`config.mk`:
```
export PLATFORM = sky130hd
export DESIGN_NAME = pvc_phy_vendor_control
export DESIGN_NICKNAME = d
export VERILOG_FILES = /design/src/core/pvc_pkg.sv /design/src/core/pvc_sync.sv /design/src/core/pvc_phy_vendor_control.sv
export SDC_FILE = /design/constraint.sdc
export NUM_CORES = 1
export LEC_CHECK = 0
export CAP_MARGIN = 20
export CORE_MARGIN = 2
export CORE_UTILIZATION = 50
export DETAILED_ROUTE_END_ITERATION = 16
export DONT_BUFFER_PORTS = 1
export PLACE_DENSITY = 0.68
export SETUP_SLACK_MARGIN = 0.5
export SLEW_MARGIN = 30
export SYNTH_ARGS = -nofsm -noshare
export SYNTH_HDL_FRONTEND = slang
export SYNTH_SLANG_ARGS = --single-unit
export TNS_END_PERCENT = 20
```
`constraint.sdc`:
```
create_clock -name clk_sys -period 2.7 [get_ports clk_sys]
set_input_delay 0 -clock clk_sys [delete_from_list [all_inputs] [get_ports clk_sys]]
set_output_delay 0 -clock clk_sys [all_outputs]
set_load 0.02 [all_outputs]
```
`src/core/pvc_pkg.sv`:
```
/*
  Constants for the vendor control register block of the PHY: register
  address, field positions, reset value, management frame figures and
  timing counts. Assumes a 20 MHz system clock.
*/
package pvc_pkg;

  localparam int          CLK_PERIOD_NS    = 50;

  localparam logic [4:0]  REG_ADDR         = 5'h10;
  localparam logic [4:0]  PHY_ADDR_DEF     = 5'h01;
  localparam logic [15:0] REG_RESET        = 16'h0140;
  localparam logic [15:0] REG_FIXED_ONES   = 16'h0140;

  localparam int          BIT_TX_TRISTATE  = 12;
  localparam int          BIT_COL_INHIBIT  = 11;
  localparam int          BIT_LOOP_10M     = 10;
  localparam int          BIT_POL_DISABLE  = 5;
  localparam int          BIT_REV_POL      = 4;
  localparam int          BIT_RSVD_HI      = 3;
  localparam int          BIT_RSVD_LO      = 2;
  localparam int          BIT_CODING_BYP   = 1;
  localparam int          BIT_RX_CLK_GATE  = 0;

  localparam int          PREAMBLE_LEN     = 32;
  localparam logic [1:0]  OP_READ          = 2'h2;
  localparam logic [1:0]  OP_WRITE         = 2'h1;
  localparam logic [1:0]  FRAME_START      = 2'h1;
  localparam int          ADDR_BITS        = 10;
  localparam int          DATA_BITS        = 16;

  localparam int          NLP_INVERT_COUNT = 8;
  localparam int          GATE_HOLD_CYC    = 64;
  localparam int          RX_DV_LEAD_SYS   = 2;
  localparam int          COL_PULSE_NS     = 1000;
  localparam int          COL_PULSE_CYC    =
    (COL_PULSE_NS + CLK_PERIOD_NS - 1) / CLK_PERIOD_NS;

endpackage : pvc_pkg

```
`src/core/pvc_sync.sv`:
```
/*
  Three-stage synchroniser for one input from outside the clock domain.
  The filtered value moves only once the second and third stages agree.
  Assumes clk_sys and the shared active-low asynchronous reset.
*/
`timescale 1ns/1ps
`default_nettype none
module pvc_sync #(
  parameter logic RESET_VAL = 1'b0
) (
  input  wire logic clk_sys,
  input  wire logic rstn,
  input  wire logic ce,
  input  wire logic din,
  output logic      dout
);

  logic s1_r;
  logic s2_r;
  logic s3_r;

  always_ff @(posedge clk_sys or negedge rstn) begin
    if (!rstn) begin
      s1_r <= RESET_VAL;
      s2_r <= RESET_VAL;
      s3_r <= RESET_VAL;
    end else if (ce) begin
      s1_r <= din;
      s2_r <= s1_r;
      s3_r <= s2_r;
    end
  end

  always_ff @(posedge clk_sys or negedge rstn) begin
    if (!rstn) begin
      dout <= RESET_VAL;
    end else if (ce && (s2_r == s3_r)) begin
      dout <= s3_r;
    end
  end

endmodule : pvc_sync
`default_nettype wire

```
`src/core/pvc_phy_vendor_control.sv`:
```
/*
  Vendor control register of the PHY with the behaviour it steers:
  transmitter float, collision self-test pulse, 10M natural loopback,
  receive polarity detection and correction, coding bypass and receive
  clock gating. Reached over the management serial pins (mdc, mdio).
  Assumes the MAC side signals run on clk_sys, line-side pulse and data
  indications come from the PHY analogue front end already on clk_sys,
  and mdc/mdio arrive asynchronously.
*/
// Operation
// - Tristate bit floats transmit pins and clock
// - 10M completed transmit gives collision pulse unless inhibited
// - Loopback bit returns 10M transmit nibbles to receive
// - Auto polarity correction in 10M or with autoneg, unless disable bit set
// - Reversed after 8 inverted pulses or burst
// - Detection inverts receive path, sets status bit
// - With correction off, written one forces reversal
// - Bypass passes raw 5-bit symbols both ways in 100M
// - Data valid and enable meaningless during bypass
// - Gating holds receive clock low when idle in 100M
// - Clock resumes before valid, stops 64 later
// - Basic loopback overrides receive clock gating
`timescale 1ns/1ps
`default_nettype none
module pvc_phy_vendor_control
  import pvc_pkg::*;
#(
  parameter logic [4:0] PHY_ADDR = PHY_ADDR_DEF
) (
  input  wire logic       clk_sys,
  input  wire logic       rstn,
  input  wire logic       ce,
  input  wire logic       mdc,
  input  wire logic       mdio_i,
  output logic            mdio_o,
  output logic            mdio_oe,
  input  wire logic       mode_100,
  input  wire logic       aneg_enable,
  input  wire logic       basic_loopback,
  input  wire logic       tx_en,
  input  wire logic [3:0] txd,
  input  wire logic       tx_er,
  input  wire logic       line_rx_dv,
  input  wire logic [3:0] line_rxd,
  input  wire logic       line_rx_er,
  input  wire logic [4:0] line_rx_sym,
  input  wire logic       nlp_seen,
  input  wire logic       nlp_inverted,
  input  wire logic       flp_seen,
  input  wire logic       flp_inverted,
  output logic            rx_clk,
  output logic            rx_dv,
  output logic [3:0]      rxd,
  output logic            rx_er,
  output logic            col,
  output logic            tx_clk_o,
  output logic            tx_clk_oe,
  output logic            diff_tx_outputs_oe,
  output logic            line_tx_en,
  output logic [3:0]      line_txd,
  output logic [4:0]      line_tx_sym,
  output logic            line_coding_bypass,
  output logic            rx_invert
);

  typedef enum logic [5:0] {
    MS_PRE  = 6'h01,
    MS_ST   = 6'h02,
    MS_OP   = 6'h04,
    MS_ADDR = 6'h08,
    MS_TA   = 6'h10,
    MS_DATA = 6'h20
  } pvc_mstate_t;

  // Register fields
  logic        tx_tristate_r;
  logic        collision_selftest_inhibit_r;
  logic        natural_loopback_10m_r;
  logic        polarity_correct_disable_r;
  logic        reversed_polarity_r;
  logic [1:0]  rsvd_rw_r;
  logic        coding_bypass_r;
  logic        rx_clock_gating_r;
  logic [15:0] reg_rd;

  // Management frame
  logic        mdc_s;
  logic        mdio_s;
  logic        mdc_d_r;
  logic        mdc_rise;
  pvc_mstate_t ms_r;
  logic [5:0]  ms_cnt_r;
  logic        ms_first_r;
  logic        ms_read_r;
  logic [9:0]  ms_addr_r;
  logic [15:0] ms_shift_r;
  logic        ms_hit;
  logic        wr_stb;
  logic [15:0] wr_data;

  pvc_sync #(.RESET_VAL(1'b0)) u_sync_mdc (
    .clk_sys (clk_sys),
    .rstn    (rstn),
    .ce      (ce),
    .din     (mdc),
    .dout    (mdc_s)
  );

  pvc_sync #(.RESET_VAL(1'b1)) u_sync_mdio (
    .clk_sys (clk_sys),
    .rstn    (rstn),
    .ce      (ce),
    .din     (mdio_i),
    .dout    (mdio_s)
  );

  assign mdc_rise = mdc_s && !mdc_d_r;
  assign ms_hit   = (ms_addr_r[9:5] == PHY_ADDR) && (ms_addr_r[4:0] == REG_ADDR);
  assign wr_stb   = ce && mdc_rise && (ms_r == MS_DATA) && !ms_read_r && ms_hit
                    && (ms_cnt_r == 6'(DATA_BITS - 1));
  assign wr_data  = {ms_shift_r[14:0], mdio_s};

  // Fixed positions come straight from constants
  assign reg_rd = REG_FIXED_ONES
                | (16'(tx_tristate_r)                << BIT_TX_TRISTATE)
                | (16'(collision_selftest_inhibit_r) << BIT_COL_INHIBIT)
                | (16'(natural_loopback_10m_r)       << BIT_LOOP_10M)
                | (16'(polarity_correct_disable_r)   << BIT_POL_DISABLE)
                | (16'(reversed_polarity_r)          << BIT_REV_POL)
                | (16'(rsvd_rw_r)                    << BIT_RSVD_LO)
                | (16'(coding_bypass_r)              << BIT_CODING_BYP)
                | (16'(rx_clock_gating_r)            << BIT_RX_CLK_GATE);

  always_ff @(posedge clk_sys or negedge rstn) begin
    if (!rstn) begin
      mdc_d_r <= 1'b0;
    end else if (ce) begin
      mdc_d_r <= mdc_s;
    end
  end

  // Frame sequencer, sampled on each rising mdc edge
  always_ff @(posedge clk_sys or negedge rstn) begin
    if (!rstn) begin
      ms_r       <= MS_PRE;
      ms_cnt_r   <= 6'h00;
      ms_first_r <= 1'b0;
      ms_read_r  <= 1'b0;
      ms_addr_r  <= 10'h000;
      ms_shift_r <= 16'h0000;
      mdio_o     <= 1'b0;
      mdio_oe    <= 1'b0;
    end else if (ce && mdc_rise) begin
      case (ms_r)
        MS_PRE: begin
          mdio_oe <= 1'b0;
          if (!mdio_s) begin
            ms_cnt_r <= 6'h00;
            if (ms_cnt_r == 6'(PREAMBLE_LEN)) begin
              ms_r <= MS_ST;
            end
          end else if (ms_cnt_r != 6'(PREAMBLE_LEN)) begin
            ms_cnt_r <= ms_cnt_r + 6'h01;
          end
        end
        MS_ST: begin
          ms_r     <= (mdio_s == FRAME_START[0]) ? MS_OP : MS_PRE;
          ms_cnt_r <= 6'h00;
        end
        MS_OP: begin
          if (ms_cnt_r == 6'h00) begin
            ms_first_r <= mdio_s;
            ms_cnt_r   <= 6'h01;
          end else if ({ms_first_r, mdio_s} == OP_READ ||
                       {ms_first_r, mdio_s} == OP_WRITE) begin
            ms_read_r <= ({ms_first_r, mdio_s} == OP_READ);
            ms_r      <= MS_ADDR;
            ms_cnt_r  <= 6'h00;
          end else begin
            ms_r     <= MS_PRE;
            ms_cnt_r <= 6'h00;
          end
        end
        MS_ADDR: begin
          ms_addr_r <= {ms_addr_r[8:0], mdio_s};
          ms_cnt_r  <= ms_cnt_r + 6'h01;
          if (ms_cnt_r == 6'(ADDR_BITS - 1)) begin
            ms_r     <= MS_TA;
            ms_cnt_r <= 6'h00;
          end
        end
        MS_TA: begin
          ms_cnt_r <= ms_cnt_r + 6'h01;
          if (ms_cnt_r == 6'h00) begin
            ms_shift_r <= reg_rd;
            if (ms_read_r && ms_hit) begin
              mdio_oe <= 1'b1;
              mdio_o  <= 1'b0;
            end
          end else begin
            ms_r     <= MS_DATA;
            ms_cnt_r <= 6'h00;
            if (ms_read_r && ms_hit) begin
              mdio_o     <= ms_shift_r[15];
              ms_shift_r <= {ms_shift_r[14:0], 1'b0};
            end
          end
        end
        MS_DATA: begin
          ms_cnt_r <= ms_cnt_r + 6'h01;
          if (ms_read_r) begin
            mdio_o     <= ms_shift_r[15];
            ms_shift_r <= {ms_shift_r[14:0], 1'b0};
          end else begin
            ms_shift_r <= wr_data;
          end
          if (ms_cnt_r == 6'(DATA_BITS - 1)) begin
            ms_r     <= MS_PRE;
            ms_cnt_r <= 6'h00;
            mdio_oe  <= 1'b0;
          end
        end
        default: begin
          ms_r     <= MS_PRE;
          ms_cnt_r <= 6'h00;
          mdio_oe  <= 1'b0;
        end
      endcase
    end
  end

  // Writable fields; read-only positions never stored
  always_ff @(posedge clk_sys or negedge rstn) begin
    if (!rstn) begin
      tx_tristate_r                <= REG_RESET[BIT_TX_TRISTATE];
      collision_selftest_inhibit_r <= REG_RESET[BIT_COL_INHIBIT];
      natural_loopback_10m_r       <= REG_RESET[BIT_LOOP_10M];
      polarity_correct_disable_r   <= REG_RESET[BIT_POL_DISABLE];
      rsvd_rw_r                    <= REG_RESET[BIT_RSVD_HI:BIT_RSVD_LO];
      coding_bypass_r              <= REG_RESET[BIT_CODING_BYP];
      rx_clock_gating_r            <= REG_RESET[BIT_RX_CLK_GATE];
    end else if (wr_stb) begin
      tx_tristate_r                <= wr_data[BIT_TX_TRISTATE];
      collision_selftest_inhibit_r <= wr_data[BIT_COL_INHIBIT];
      natural_loopback_10m_r       <= wr_data[BIT_LOOP_10M];
      polarity_correct_disable_r   <= wr_data[BIT_POL_DISABLE];
      rsvd_rw_r                    <= wr_data[BIT_RSVD_HI:BIT_RSVD_LO];
      coding_bypass_r              <= wr_data[BIT_CODING_BYP];
      rx_clock_gating_r            <= wr_data[BIT_RX_CLK_GATE];
    end
  end

  // Polarity detection and status
  logic       pol_auto;
  logic [3:0] nlp_inv_cnt_r;

  assign pol_auto = !polarity_correct_disable_r && (aneg_enable || !mode_100);

  always_ff @(posedge clk_sys or negedge rstn) begin
    if (!rstn) begin
      nlp_inv_cnt_r       <= 4'h0;
      reversed_polarity_r <= REG_RESET[BIT_REV_POL];
    end else if (ce) begin
      if (nlp_seen) begin
        nlp_inv_cnt_r <= !nlp_inverted ? 4'h0 :
                         (nlp_inv_cnt_r == 4'(NLP_INVERT_COUNT)) ? nlp_inv_cnt_r :
                         nlp_inv_cnt_r + 4'h1;
      end
      if (pol_auto && ((nlp_seen && nlp_inverted &&
                        nlp_inv_cnt_r == 4'(NLP_INVERT_COUNT - 1)) ||
                       (flp_seen && flp_inverted))) begin
        reversed_polarity_r <= 1'b1;
      end else if (wr_stb && polarity_correct_disable_r) begin
        reversed_polarity_r <= wr_data[BIT_REV_POL];
      end
    end
  end

  always_ff @(posedge clk_sys or negedge rstn) begin
    if (!rstn) begin
      rx_invert <= 1'b0;
    end else if (ce) begin
      rx_invert <= reversed_polarity_r &&
                   (pol_auto || polarity_correct_disable_r);
    end
  end

  // Transmit side
  logic             tx_en_d_r;
  logic [5:0]       col_cnt_r;
  logic             bypass_on;

  assign bypass_on = coding_bypass_r && mode_100;

  always_ff @(posedge clk_sys or negedge rstn) begin
    if (!rstn) begin
      tx_clk_o           <= 1'b0;
      tx_clk_oe          <= 1'b0;
      diff_tx_outputs_oe <= 1'b0;
      line_tx_en         <= 1'b0;
      line_txd           <= 4'h0;
      line_tx_sym        <= 5'h00;
      line_coding_bypass <= 1'b0;
    end else if (ce) begin
      tx_clk_o           <= !tx_clk_o;
      tx_clk_oe          <= !tx_tristate_r;
      diff_tx_outputs_oe <= !tx_tristate_r;
      line_coding_bypass <= bypass_on;
      line_tx_sym        <= {tx_er, txd};
      line_tx_en         <= bypass_on ? 1'b0 : tx_en;
      line_txd           <= txd;
    end
  end

  always_ff @(posedge clk_sys or negedge rstn) begin
    if (!rstn) begin
      tx_en_d_r <= 1'b0;
      col_cnt_r <= 6'h00;
      col       <= 1'b0;
    end else if (ce) begin
      tx_en_d_r <= tx_en;
      if (tx_en_d_r && !tx_en && !mode_100 && !collision_selftest_inhibit_r) begin
        col_cnt_r <= 6'(COL_PULSE_CYC);
      end else if (col_cnt_r != 6'h00) begin
        col_cnt_r <= col_cnt_r - 6'h01;
      end
      col <= (col_cnt_r != 6'h00);
    end
  end

  // Receive side: data is delayed so the clock leads valid
  logic       loop_on;
  logic       src_dv;
  logic [4:0] src_dat;
  logic [1:0] dv_pipe_r;
  logic [9:0] dat_pipe_r;

  assign loop_on = natural_loopback_10m_r && !mode_100;
  assign src_dv  = loop_on ? tx_en : (bypass_on ? 1'b0 : line_rx_dv);
  assign src_dat = loop_on ? {1'b0, txd} :
                   bypass_on ? line_rx_sym :
                   {line_rx_er, line_rxd};

  always_ff @(posedge clk_sys or negedge rstn) begin
    if (!rstn) begin
      dv_pipe_r  <= 2'h0;
      dat_pipe_r <= 10'h000;
      rx_dv      <= 1'b0;
      rxd        <= 4'h0;
      rx_er      <= 1'b0;
    end else if (ce) begin
      dv_pipe_r  <= {dv_pipe_r[0], src_dv};
      dat_pipe_r <= {dat_pipe_r[4:0], src_dat};
      rx_dv      <= dv_pipe_r[RX_DV_LEAD_SYS - 1];
      {rx_er, rxd} <= dat_pipe_r[9:5];
    end
  end

  // Receive clock gating
  logic       gate_on;
  logic       rx_clk_run;
  logic [6:0] gate_hold_r;

  assign gate_on    = rx_clock_gating_r && mode_100 && !basic_loopback;
  assign rx_clk_run = !gate_on || src_dv || (dv_pipe_r != 2'h0) || rx_dv ||
                      (gate_hold_r != 7'h00);

  always_ff @(posedge clk_sys or negedge rstn) begin
    if (!rstn) begin
      gate_hold_r <= 7'h00;
      rx_clk      <= 1'b0;
    end else if (ce) begin
      if (rx_dv) begin
        gate_hold_r <= 7'(GATE_HOLD_CYC);
      end else if (gate_hold_r != 7'h00 && rx_clk) begin
        gate_hold_r <= gate_hold_r - 7'h01;
      end
      rx_clk <= rx_clk_run ? !rx_clk : 1'b0;
    end
  end

endmodule : pvc_phy_vendor_control
`default_nettype wire

```
## After elaboration in Yosys (flattened, before gate mapping)

Cells that the tools add are included.

- Input bits: 29
- Register bits: 112
- Output and inout bits: 25
- Logic and storage cells: 194

- Multiplexer cells: 43
- Add/subtract/negate cells: 4
- Bitwise logic cells: 9
- Eq/ne operators: 30
- Reductions and logical operators: 65

Operator list:

| cell | number |
|---|---|
| two-way mux 6 bit | 13 |
| one-hot mux 6 bit (6 select lines) | 1 |
| two-way mux 16 bit | 2 |
| one-hot mux 16 bit (2 select lines) | 1 |
| one-hot mux 6 bit (5 select lines) | 1 |
| logical AND 1 bit | 25 |
| == test 6 x 4 -> 1 bit (second input constant) | 3 |
| inequality test 2 bit (second input constant) | 9 |
| two-way mux 1 bit | 15 |
| two-way mux 7 bit | 2 |
| OR 13 x 1 -> 13 bit | 1 |
| OR 13 x 11 -> 13 bit | 1 |
| OR 13 x 12 -> 13 bit | 1 |
| OR 13 x 2 -> 13 bit | 1 |
| OR 13 x 4 -> 13 bit | 1 |
| OR 13 x 5 -> 13 bit | 1 |
| OR 13 x 6 -> 13 bit | 1 |
| == test 6 bit (second input constant) | 2 |
| two-way mux 4 bit | 3 |
| logical NOT 1 bit | 11 |
| two-way mux 5 bit | 2 |
| AND reduction 2 bit | 5 |
| nonzero test 2 bit | 5 |
| AND reduction 3 bit | 3 |
| other kinds (30) | 41 |

## Longest topological paths before layout

Gate-level depths: netlist of the first run.

- Word-level depth: 10
- Gate-level depth with buffers: 9

## Cells and area by module

Synthesis of the first run repeated with hierarchy kept, for this count alone.

- Cell total of the unflattened synthesis: 499
- Area total of the unflattened synthesis: 5332.6 um^2

Modules (own cells, without submodules):

| module | cells an instance | area an instance (um^2) | instances |
|---|---|---|---|
| pvc_phy_vendor_control | 479 | 5014.8 | 1 |
| pvc_sync (u_sync_mdio) | 10 | 161.4 | 1 |
| pvc_sync (u_sync_mdc) | 10 | 156.4 | 1 |

## Worst setup path before layout of the first run

Ideal clock, no wire load.

- Path type: register -> register
- Start: register ms_cnt_r[0]
- End: register ms_shift_r[12]
- Stages on the path, launching flop included: 10
- Buffers on the path: 2
- Data arrival time: 2.459 ns
- Slack: 0.114 ns
- Cell sequence: dfrtp_1 -> inv_1 -> ha_1 -> or3b_2 -> nor2_1 -> and2_1 -> buf_2 -> buf_2 -> mux2_1 -> mux2_1

- Longest elaborated chain between the ends: 3
- Elaborated cells between the ends (all ways): 5

Ends and longest elaborated chain:

| what | line | source |
|---|---|---|
| start, declared | pvc_phy_vendor_control.sv:92 | `logic [5:0] ms_cnt_r;` |
| start signal, assigned | pvc_phy_vendor_control.sv:163 | `ms_cnt_r <= ms_cnt_r + 6'h01;` |
| start signal, assigned | pvc_phy_vendor_control.sv:186 | `ms_cnt_r <= ms_cnt_r + 6'h01;` |
| start signal, assigned | pvc_phy_vendor_control.sv:193 | `ms_cnt_r <= ms_cnt_r + 6'h01;` |
| logical NOT 6 bit (*) | pvc_phy_vendor_control.sv:194 | `if (ms_cnt_r == 6'h00) begin` |
| inequality test 3 bit (no line) or two-way mux 16 bit (tied branches) | - |  |
| AND reduction 3 bit (no line) or one-hot mux 16 bit (2 select lines) (tied branches) | - |  |
| end signal, assigned | pvc_phy_vendor_control.sv:195 | `ms_shift_r <= reg_rd;` |
| end signal, assigned | pvc_phy_vendor_control.sv:205 | `ms_shift_r <= {ms_shift_r[14:0], 1'b0};` |
| end signal, assigned | pvc_phy_vendor_control.sv:213 | `ms_shift_r <= {ms_shift_r[14:0], 1'b0};` |
| end, declared | pvc_phy_vendor_control.sv:96 | `logic [15:0] ms_shift_r;` |

Every way passes the cells marked *; elsewhere a longest branch is shown, timed or not.
A chain may end at the register's enable or synchronous reset.

## Final worst setup path of the first run

- Start: register ms_r[4]
- End: register ms_r[1]

- Longest elaborated chain between the ends: 3
- Elaborated cells between the ends (all ways): 14

Ends and longest elaborated chain:

| what | line | source |
|---|---|---|
| start, declared | pvc_phy_vendor_control.sv:91 | `pvc_mstate_t ms_r;` |
| start signal, assigned | pvc_phy_vendor_control.sv:167 | `ms_r <= (mdio_s == FRAME_START[0]) ? MS_OP : MS_PRE;` |
| == test 6 x 1 -> 1 bit (tied with other cells) | pvc_phy_vendor_control.sv:154 | `case (ms_r)` |
| inequality test 2 bit (no line) or inequality test 2 x 1 -> 1 bit (tied branches) | - |  |
| AND reduction 7 bit (no line) | - |  |

Several ways; a longest one is shown, not always the timed one.

==> key figures, run 1 <==
Cells and area
  • Most common cell after layout, fill and taps aside: dfrtp_1
  • Fillers: just over 800
  • Multi-input gate area: about 2500 sq um
  • Fin nets: approximately 550
  • Register area: ~2700 sq um
  • Most frequent cells in the layout: dfrtp_1 (99), mux2_2 (61), nor2_1 (28)
  • Antenna diodes: 0
  • Core Util, Final: 59.46%
  • Layout area overhead: 15.25%
  • Layout cells sized above 1: between 20% and 30%

Power and ir drop
  • Power Dens Cells: ~780 nW/um^2
  • Int Pwr: roughly 3.2 mW
  • Seq pwr share: 47.1%
  • Peak VDD IR: 0.4692 mV
  • Clock share of power: between 20% and 30%
  • Comb pwr share: between 30% and 40%
  • P_leak: about 2.7 nW
  • Psw: between 1.5 and 2 mW
  • Switching share of power: about a third

Floorplan
  • Core Area: roughly 10000 sq um
  • Die width: about 110 um
  • Die area: approximately 11000 sq um
  • FP Rows: 37
  • Die Ht: roughly 110 um
  • Num ports: 54
  • Starting density of the core: 51.59%

Critical path
  • CP max FO: 6
  • Kind of critical path: reg -> reg
  • R2R depth: 5
  • Worst Setup End Kind: flip-flop
  • CP Launch Type: flip-flop
  • Crit path arrival time: between 2000 and 3000 ps
  • Worst EP required: 2960 ps

Detailed routing
  • Avg WL per Cell: around 17 um
  • Wirelength, routed: roughly 11000 um
  • Via-to-Cell Ratio: approximately 5.7
  • Routed Antenna Nets: 0
  • DRT iter0 DRCs: about 230
  • # DRC: 0
  • Number of detailed-route iterations in the first pass: 4
  • Routed via count: roughly 3700

STA
  • Fin crit period: 2268 ps
  • Rel. slew slack: a little under 60%
  • Setup Skew: 12.63 ps
  • Period utilization: a little over four fifths
  • Hold_ws: -695.4 ps
  • Setup_tns: 0 ps
  • Slew at the pin with the worst max-slew slack: 634.7 ps
  • Max Slew Vio Count: 0
  • Final Hold Vio Count: roughly 110
  • Unrepaired setup endpoints after global routing: yes
  • Setup violators final: 0
  • F_max: around 0.44 GHz

CTS
  • Clk slew on worst S/H paths: approximately 110 ps
  • Hold bufs inserted after CTS: 25
  • CTS root buffer: clkbuf_8
  • Clk buf depth: 2
  • CTS tree: built
  • Clock sink total: 108
  • Worst-Skew Late Latency: about 370 ps
  • CTS Buf Count: 9
  • H-Tree Level Count: 3

GRT
  • Vias in the first global route: 3689
  • Maximum number of pins on one net before global-route repair: about 110
  • First-pass GRT wire length: 17480 um
  • Total track usage: between 10% and 20%
  • Global route total overflow: 0
  • Initial antenna violation count: 0

Yosys
  • Post-synth ARST share: 100.0%
  • Avg Cell Area, Syn: approximately 11 sq um
  • YS warnings: 0
  • Seq/Total Area, Yosys: between 50% and 60%
  • Post-synth EDFFs: 0
  • Syn Std Cell Area: 5326 sq um
  • Cell count after synthesis: between 400 and 500
  • Number of library cell types mapped by synthesis: 63
  • Flops & latches, synth: 108
  • Synth Net Count: 509
  • Primary FF master, synth: dfrtp_1

Min path
  • Min-delay worst type: in -> async

Flow run
  • Max Cap Viol: 0

Placement
  • Routability congestion estimate: just under 0.9
  • Port buffer count: 0
  • HPWL Detailed: approximately 6500 um

Outcome
  • Failing checks: negative hold slack
  • Status: complete, but fails checks
## cell type report
class,count,area share (%)
Clock buffer,10,2.079
Sequential cell,108,44.21
Tap cell,136,2.772
Clock inverter,6,1.406
Timing Repair Buffer,48,7.297
Multi-Input combinational cell,313,40.58
Inverter,27,1.651
## cell families (layout without fill, tap and decap cells)
kind of cell             Yosys count  in the layout  share of synthesized area, %
flip-flops                       108            108                         50.86
XOR/XNOR                           7              7                         1.151
adder cells (fa/ha/maj)            9              9                         2.114
buffers and inverters             51             91                         4.228
AO/OA/AOI/OAI                     77             77                         9.608
multiplexers                      84             84                         17.81
AND/OR/NAND/NOR                  135            136                         14.24
## final timing paths
kind,startpoint,end,slack [ps]
setup / recovery,ms_r[4]$_DFFE_PN0P_,ms_r[1]$_DFFE_PN0P_,430
hold reg to reg,tx_tristate_r$_DFFE_PN0P_,diff_tx_outputs_oe$_DFFE_PN0P_,470
setup reg to reg,ms_r[4]$_DFFE_PN0P_,ms_r[1]$_DFFE_PN0P_,430
max in group asynchronous,rstn,ms_r[0]$_DFFE_PN1P_,3180
hold / removal,rstn,gate_hold_r[2]$_DFFE_PN0P_,-700
min in group clk_sys,line_rx_sym[2],dat_pipe_r[2]$_DFFE_PN0P_,10
## critical path, stage by stage, from the launching register on
cell and delay (ps):
dfrtp_2 440, or4_4 540, or2_4 270, or3_4 350, and4b_4 250, mux2_4 300
## flip-flops by register name, summed over array words and instances, names as in the netlist, 2 cells and up
register / count
line_tx_sym: 2
rsvd_rw_r: 2
ms_shift_r: 16
nlp_inv_cnt_r: 4
rxd: 4
dat_pipe_r: 10
gate_hold_r: 7
dv_pipe_r: 2
ms_addr_r: 10
col_cnt_r: 6
line_txd: 3
ms_r: 6
ms_cnt_r: 6
## stage by stage
stage | worst slack, ps | hold WS (ps) | total power [mW] | instances | area, sq um
after floorplan | 440.4 | -295.6 | 3.264 | 471 | 5370
after global placement | 205.2 | -293.5 | 3.395 | 588 | 5436
after detailed placement | 60.71 | -293.0 | 3.460 | 588 | 5436
after CTS | 437.0 | -706.9 | 4.735 | 641 | 6055
after global routing | 381.7 | -720.3 | 5.113 | 648 | 6138
final | 432.1 | -695.4 | 4.804 | 648 | 6138
## cells in the mapped netlist (all sizes together), types with 5 or more instances
library cell  number  area (sq um)
nand2b             8         50.05
nor4              10         62.56
a21oi             15         78.83
or3                5         37.54
nand2             19         71.32
mux2              74         848.3
nand3             10         50.05
clkbuf            13         48.80
nor2              29         108.9
mux2i             10         100.1
o31ai              5         51.30
ha                 9         112.6
o21ai             25         125.1
a211oi             5         37.54
dfstp              5         131.4
nor2b             14         87.58
inv               27         101.4
dfrtp            103          2577
buf               11         75.06
nor3              10         50.05
## what timing repair did
action,4_1_cts,5_1_grt
cloned,2,0
buffers inserted,10,7
hold endpoints to repair,160,108
endpoints found under the setup margin,35,34
gates resized for setup,15,8
pin swaps,5,2
## layer usage
layer,track usage [%],up-vias,wire length [um]
met5,0,-,0
met1,24.31,1841,4874
met3,4.742,13,484
li1,-,1764,-
met2,31.78,63,5185
met4,6.679,0,161
## power by group through the flow
stage                     registers [mW]  clock network (mW)  logic [mW]
after floorplan                     2.19                   0        1.08
after global placement              2.27                   0        1.12
after detailed placement            2.29                   0        1.17
after CTS                           2.26                1.09        1.39
after global routing                2.31                1.17        1.63
final                               2.26                1.07        1.47
Power figures use the tool's default switching activity.
==> run 2: changes to the inputs <==
- PLACE_DENSITY: 0.68 -> not set
- clock period: 2.7 -> 2.17 ns (I/O delays scaled with it)
==> run 2 against run 1 <==
Compared with the run above: flip-flop and latch count stayed put; largest power group unchanged; critical endpoint is now ms_r[3]$_DFFE_PN0P_; critical path type unchanged; combinational power is 54% higher; highest routed layer unchanged; the flow finishes with violations (negative hold slack, negative setup slack); setup slack worse by 480 ps; non-clock buffer count is 20 higher.
==> key figures, run 2 (synthesis gave the netlist of run 1 again) <==
Placement
  • Cells after DPL: 625 (+6.3%)
  • Pre-CTS WS: -119.4 ps (-180.1 ps)
  • Port buffer count: 0 (unchanged)
  • HPWL Detailed: 7047 um (+8.4%)
  • Placed Area: 5731 sq um (+5.4%)
  • Routability congestion estimate: 0.8279 (-6.6%)

Critical path
  • Worst Setup End Kind: flip-flop
  • Crit path arrival time: 2480 ps (-40 ps)
  • Worst-path cell chain: or4_4 -> or2_4 -> or3_4 -> and4b_2 -> mux2_4
  • Crit path max-delay family: simple AND/OR/NAND/NOR gates
  • Worst EP required: 2430 ps (-530 ps)
  • CP Launch Type: flip-flop
  • Worst stage delay on the critical path: 540 ps (about the same)
  • CP max FO: 5 (-1)
  • CP bufs+invs: 0 (unchanged)
  • Crit-path slowest cell: or4_4
  • Kind of critical path: reg -> reg

STA
  • Slew at the pin with the worst max-slew slack: 589.1 ps (-45.60 ps)
  • Setup Skew: 9.742 ps (-2.883 ps)
  • Fin crit period: 2215 ps (-53.25 ps)
  • Unrepaired setup endpoints after global routing: yes
  • Hold_ws: -688.1 ps (+7.233 ps)
  • Final Hold Vio Count: 108 (unchanged)
  • Setup ws final: -44.66 ps (-476.7 ps)
  • Period utilization: 102.1% (+18 points)
  • F_max: 0.4515 GHz (+2.4%)
  • Setup violators final: 5 (+5)
  • Rel. slew slack: 60.60% (+2.9 points)
  • Setup_tns: -157.5 ps (-157.5 ps)
  • Max Slew Vio Count: 0 (unchanged)

Cells and area
  • Max reg flops: 16 (unchanged)
  • Multi-input gate area: 2786 sq um (+12%)
  • Layout area overhead: 23.98%
  • Most frequent cells in the layout: dfrtp_1 (103), mux2_2 (47), buf_4 (34)
  • Fillers: 817 (+0.99%)
  • Layout cells sized above 1: 35.53% (+8.4 points)
  • Final std cells w/o fill: 668 (+3.1%)
  • Register area: 2709 sq um (-0.18%)
  • Antenna diodes: 0 (unchanged)
  • Final Cell Area: 6604 sq um (+7.6%)
  • Fin nets: 565 (+3.7%)
  • Largest register by flop count: ms_shift_r
  • Largest regs: ms_shift_r: 16 flops, dat_pipe_r: 10 flops, ms_addr_r: 10 flops
  • Most common cell after layout, fill and taps aside: dfrtp_1

Outcome
  • Failing checks: negative hold slack, negative setup slack
  • Status: complete, but fails checks

Floorplan
  • Starting density of the core: 51.59% (unchanged)
  • Die area: 11490 sq um (unchanged)
  • Die Ht: 107.2 um (unchanged)
  • FP Rows: 37 (unchanged)
  • Num ports: 54 (unchanged)
  • Die width: 107.2 um (unchanged)
  • Core Area: 10320 sq um (unchanged)

GRT
  • Global route total overflow: 0 (unchanged)
  • Vias in the first global route: 3827 (+3.7%)
  • Maximum number of pins on one net before global-route repair: 109 (unchanged)
  • Total track usage: 20.69% (+1.6 points)
  • First-pass GRT wire length: 18770 um (+7.4%)
  • Initial antenna violation count: 0 (unchanged)

CTS
  • Hold bufs inserted after CTS: 24 (-4.0%)
  • CTS root buffer: clkbuf_8
  • CTS Buf Count: 9 (unchanged)
  • Worst-Skew Late Latency: 370 ps (about the same)
  • Clk buf depth: 2 (unchanged)
  • H-Tree Level Count: 3 (unchanged)
  • CTS tree: built
  • Clk slew on worst S/H paths: 100 ps (about the same)
  • Clock sink total: 108 (unchanged)

Detailed routing
  • Max Used Layer: met4
  • Via-to-Cell Ratio: 5.563 (-2.1%)
  • Met2 WL: 5391 um (+4.0%)
  • Wirelength, routed: 11100 um (+3.7%)
  • Routed length on met3: 394 um (-19%)
  • Routed Antenna Nets: 0 (unchanged)
  • Avg WL per Cell: 16.61 um (+0.58%)
  • # DRC: 0 (unchanged)
  • DRT iter0 DRCs: 182 (-22%)
  • Number of detailed-route iterations in the first pass: 4 (unchanged)
  • Routed via count: 3716 (+0.95%)
  • Met1 wire length: 5194 um (+6.6%)

Min path
  • Min-delay worst type: in -> async

Power and ir drop
  • P_leak: 2.942 nW (+8.0%)
  • Power Dens Cells: 960.0 nW/um^2 (+23%)
  • Peak VDD IR: 0.7923 mV (+69%)

Flow run
  • Max Cap Viol: 0 (unchanged)
## run 2: changes by cell type in the layout (fill, tap and decap cells not counted), moves of 7 or more
cell and change:
mux2_4 +21, mux2_1 -7, o21ai_0 -10, buf_6 +7, mux2_2 -14, buf_4 +13, nor4_1 -7, o21ai_1 +8
## run 2: repair_timing
item	CTS	global route
buffers inserted	1	1
gates resized for setup	69	24
cloned	1	0
pin swaps	21	23
endpoints found under the hold margin	162	108
setup endpoints to repair	55	59
## run 2: layout make-up
class	count	area share [%]
clock buffer	13	2.406
clock inverter	3	0.6631
inverter	27	1.535
multi-input combinational	313	42.19
sequential	108	41.02
tap	136	2.577
timing repair buffer	68	9.606
## run 2: power by group
group / switching, mW / internal [mW] / total, mW
sequential: 0.419 / 2.38 / 2.80
combinational: 1.11 / 1.17 / 2.27
clock: 0.669 / 0.602 / 1.27
total: 2.19 / 4.15 / 6.34
## run 2: metal layers
layer,vias up,track usage [%]
li1,1794,-
met1,1856,27.80
met2,56,33.82
met3,10,4.802
met4,0,5.473
met5,-,0
## run 2: metrics by stage
stage                     power [mW]  utilization [%]
after CTS                      6.195            62.44
final                          6.340            63.97
after global routing           6.750            63.97
after global placement         4.542            55.51
after detailed placement       4.609            55.51
after floorplan                4.064                -
## run 2: final timing paths
path | startpoint | endpoint | slack [ps] | cells after the start
min reg2reg | tx_tristate_r$_DFFE_PN0P_ | diff_tx_outputs_oe$_DFFE_PN0P_ | 490 | 1
min in group clk_sys | line_rxd[1] | dat_pipe_r[1]$_DFFE_PN0P_ | 30 | 3
max reg2reg | ms_r[0]$_DFFE_PN1P_ | ms_r[3]$_DFFE_PN0P_ | -40 | 5
max in group asynchronous | rstn | u_sync_mdio.dout$_DFFE_PN1P_ | 2650 | 0
max | ms_r[0]$_DFFE_PN1P_ | ms_r[3]$_DFFE_PN0P_ | -40 | 5
min | rstn | gate_hold_r[3]$_DFFE_PN0P_ | -690 | 0
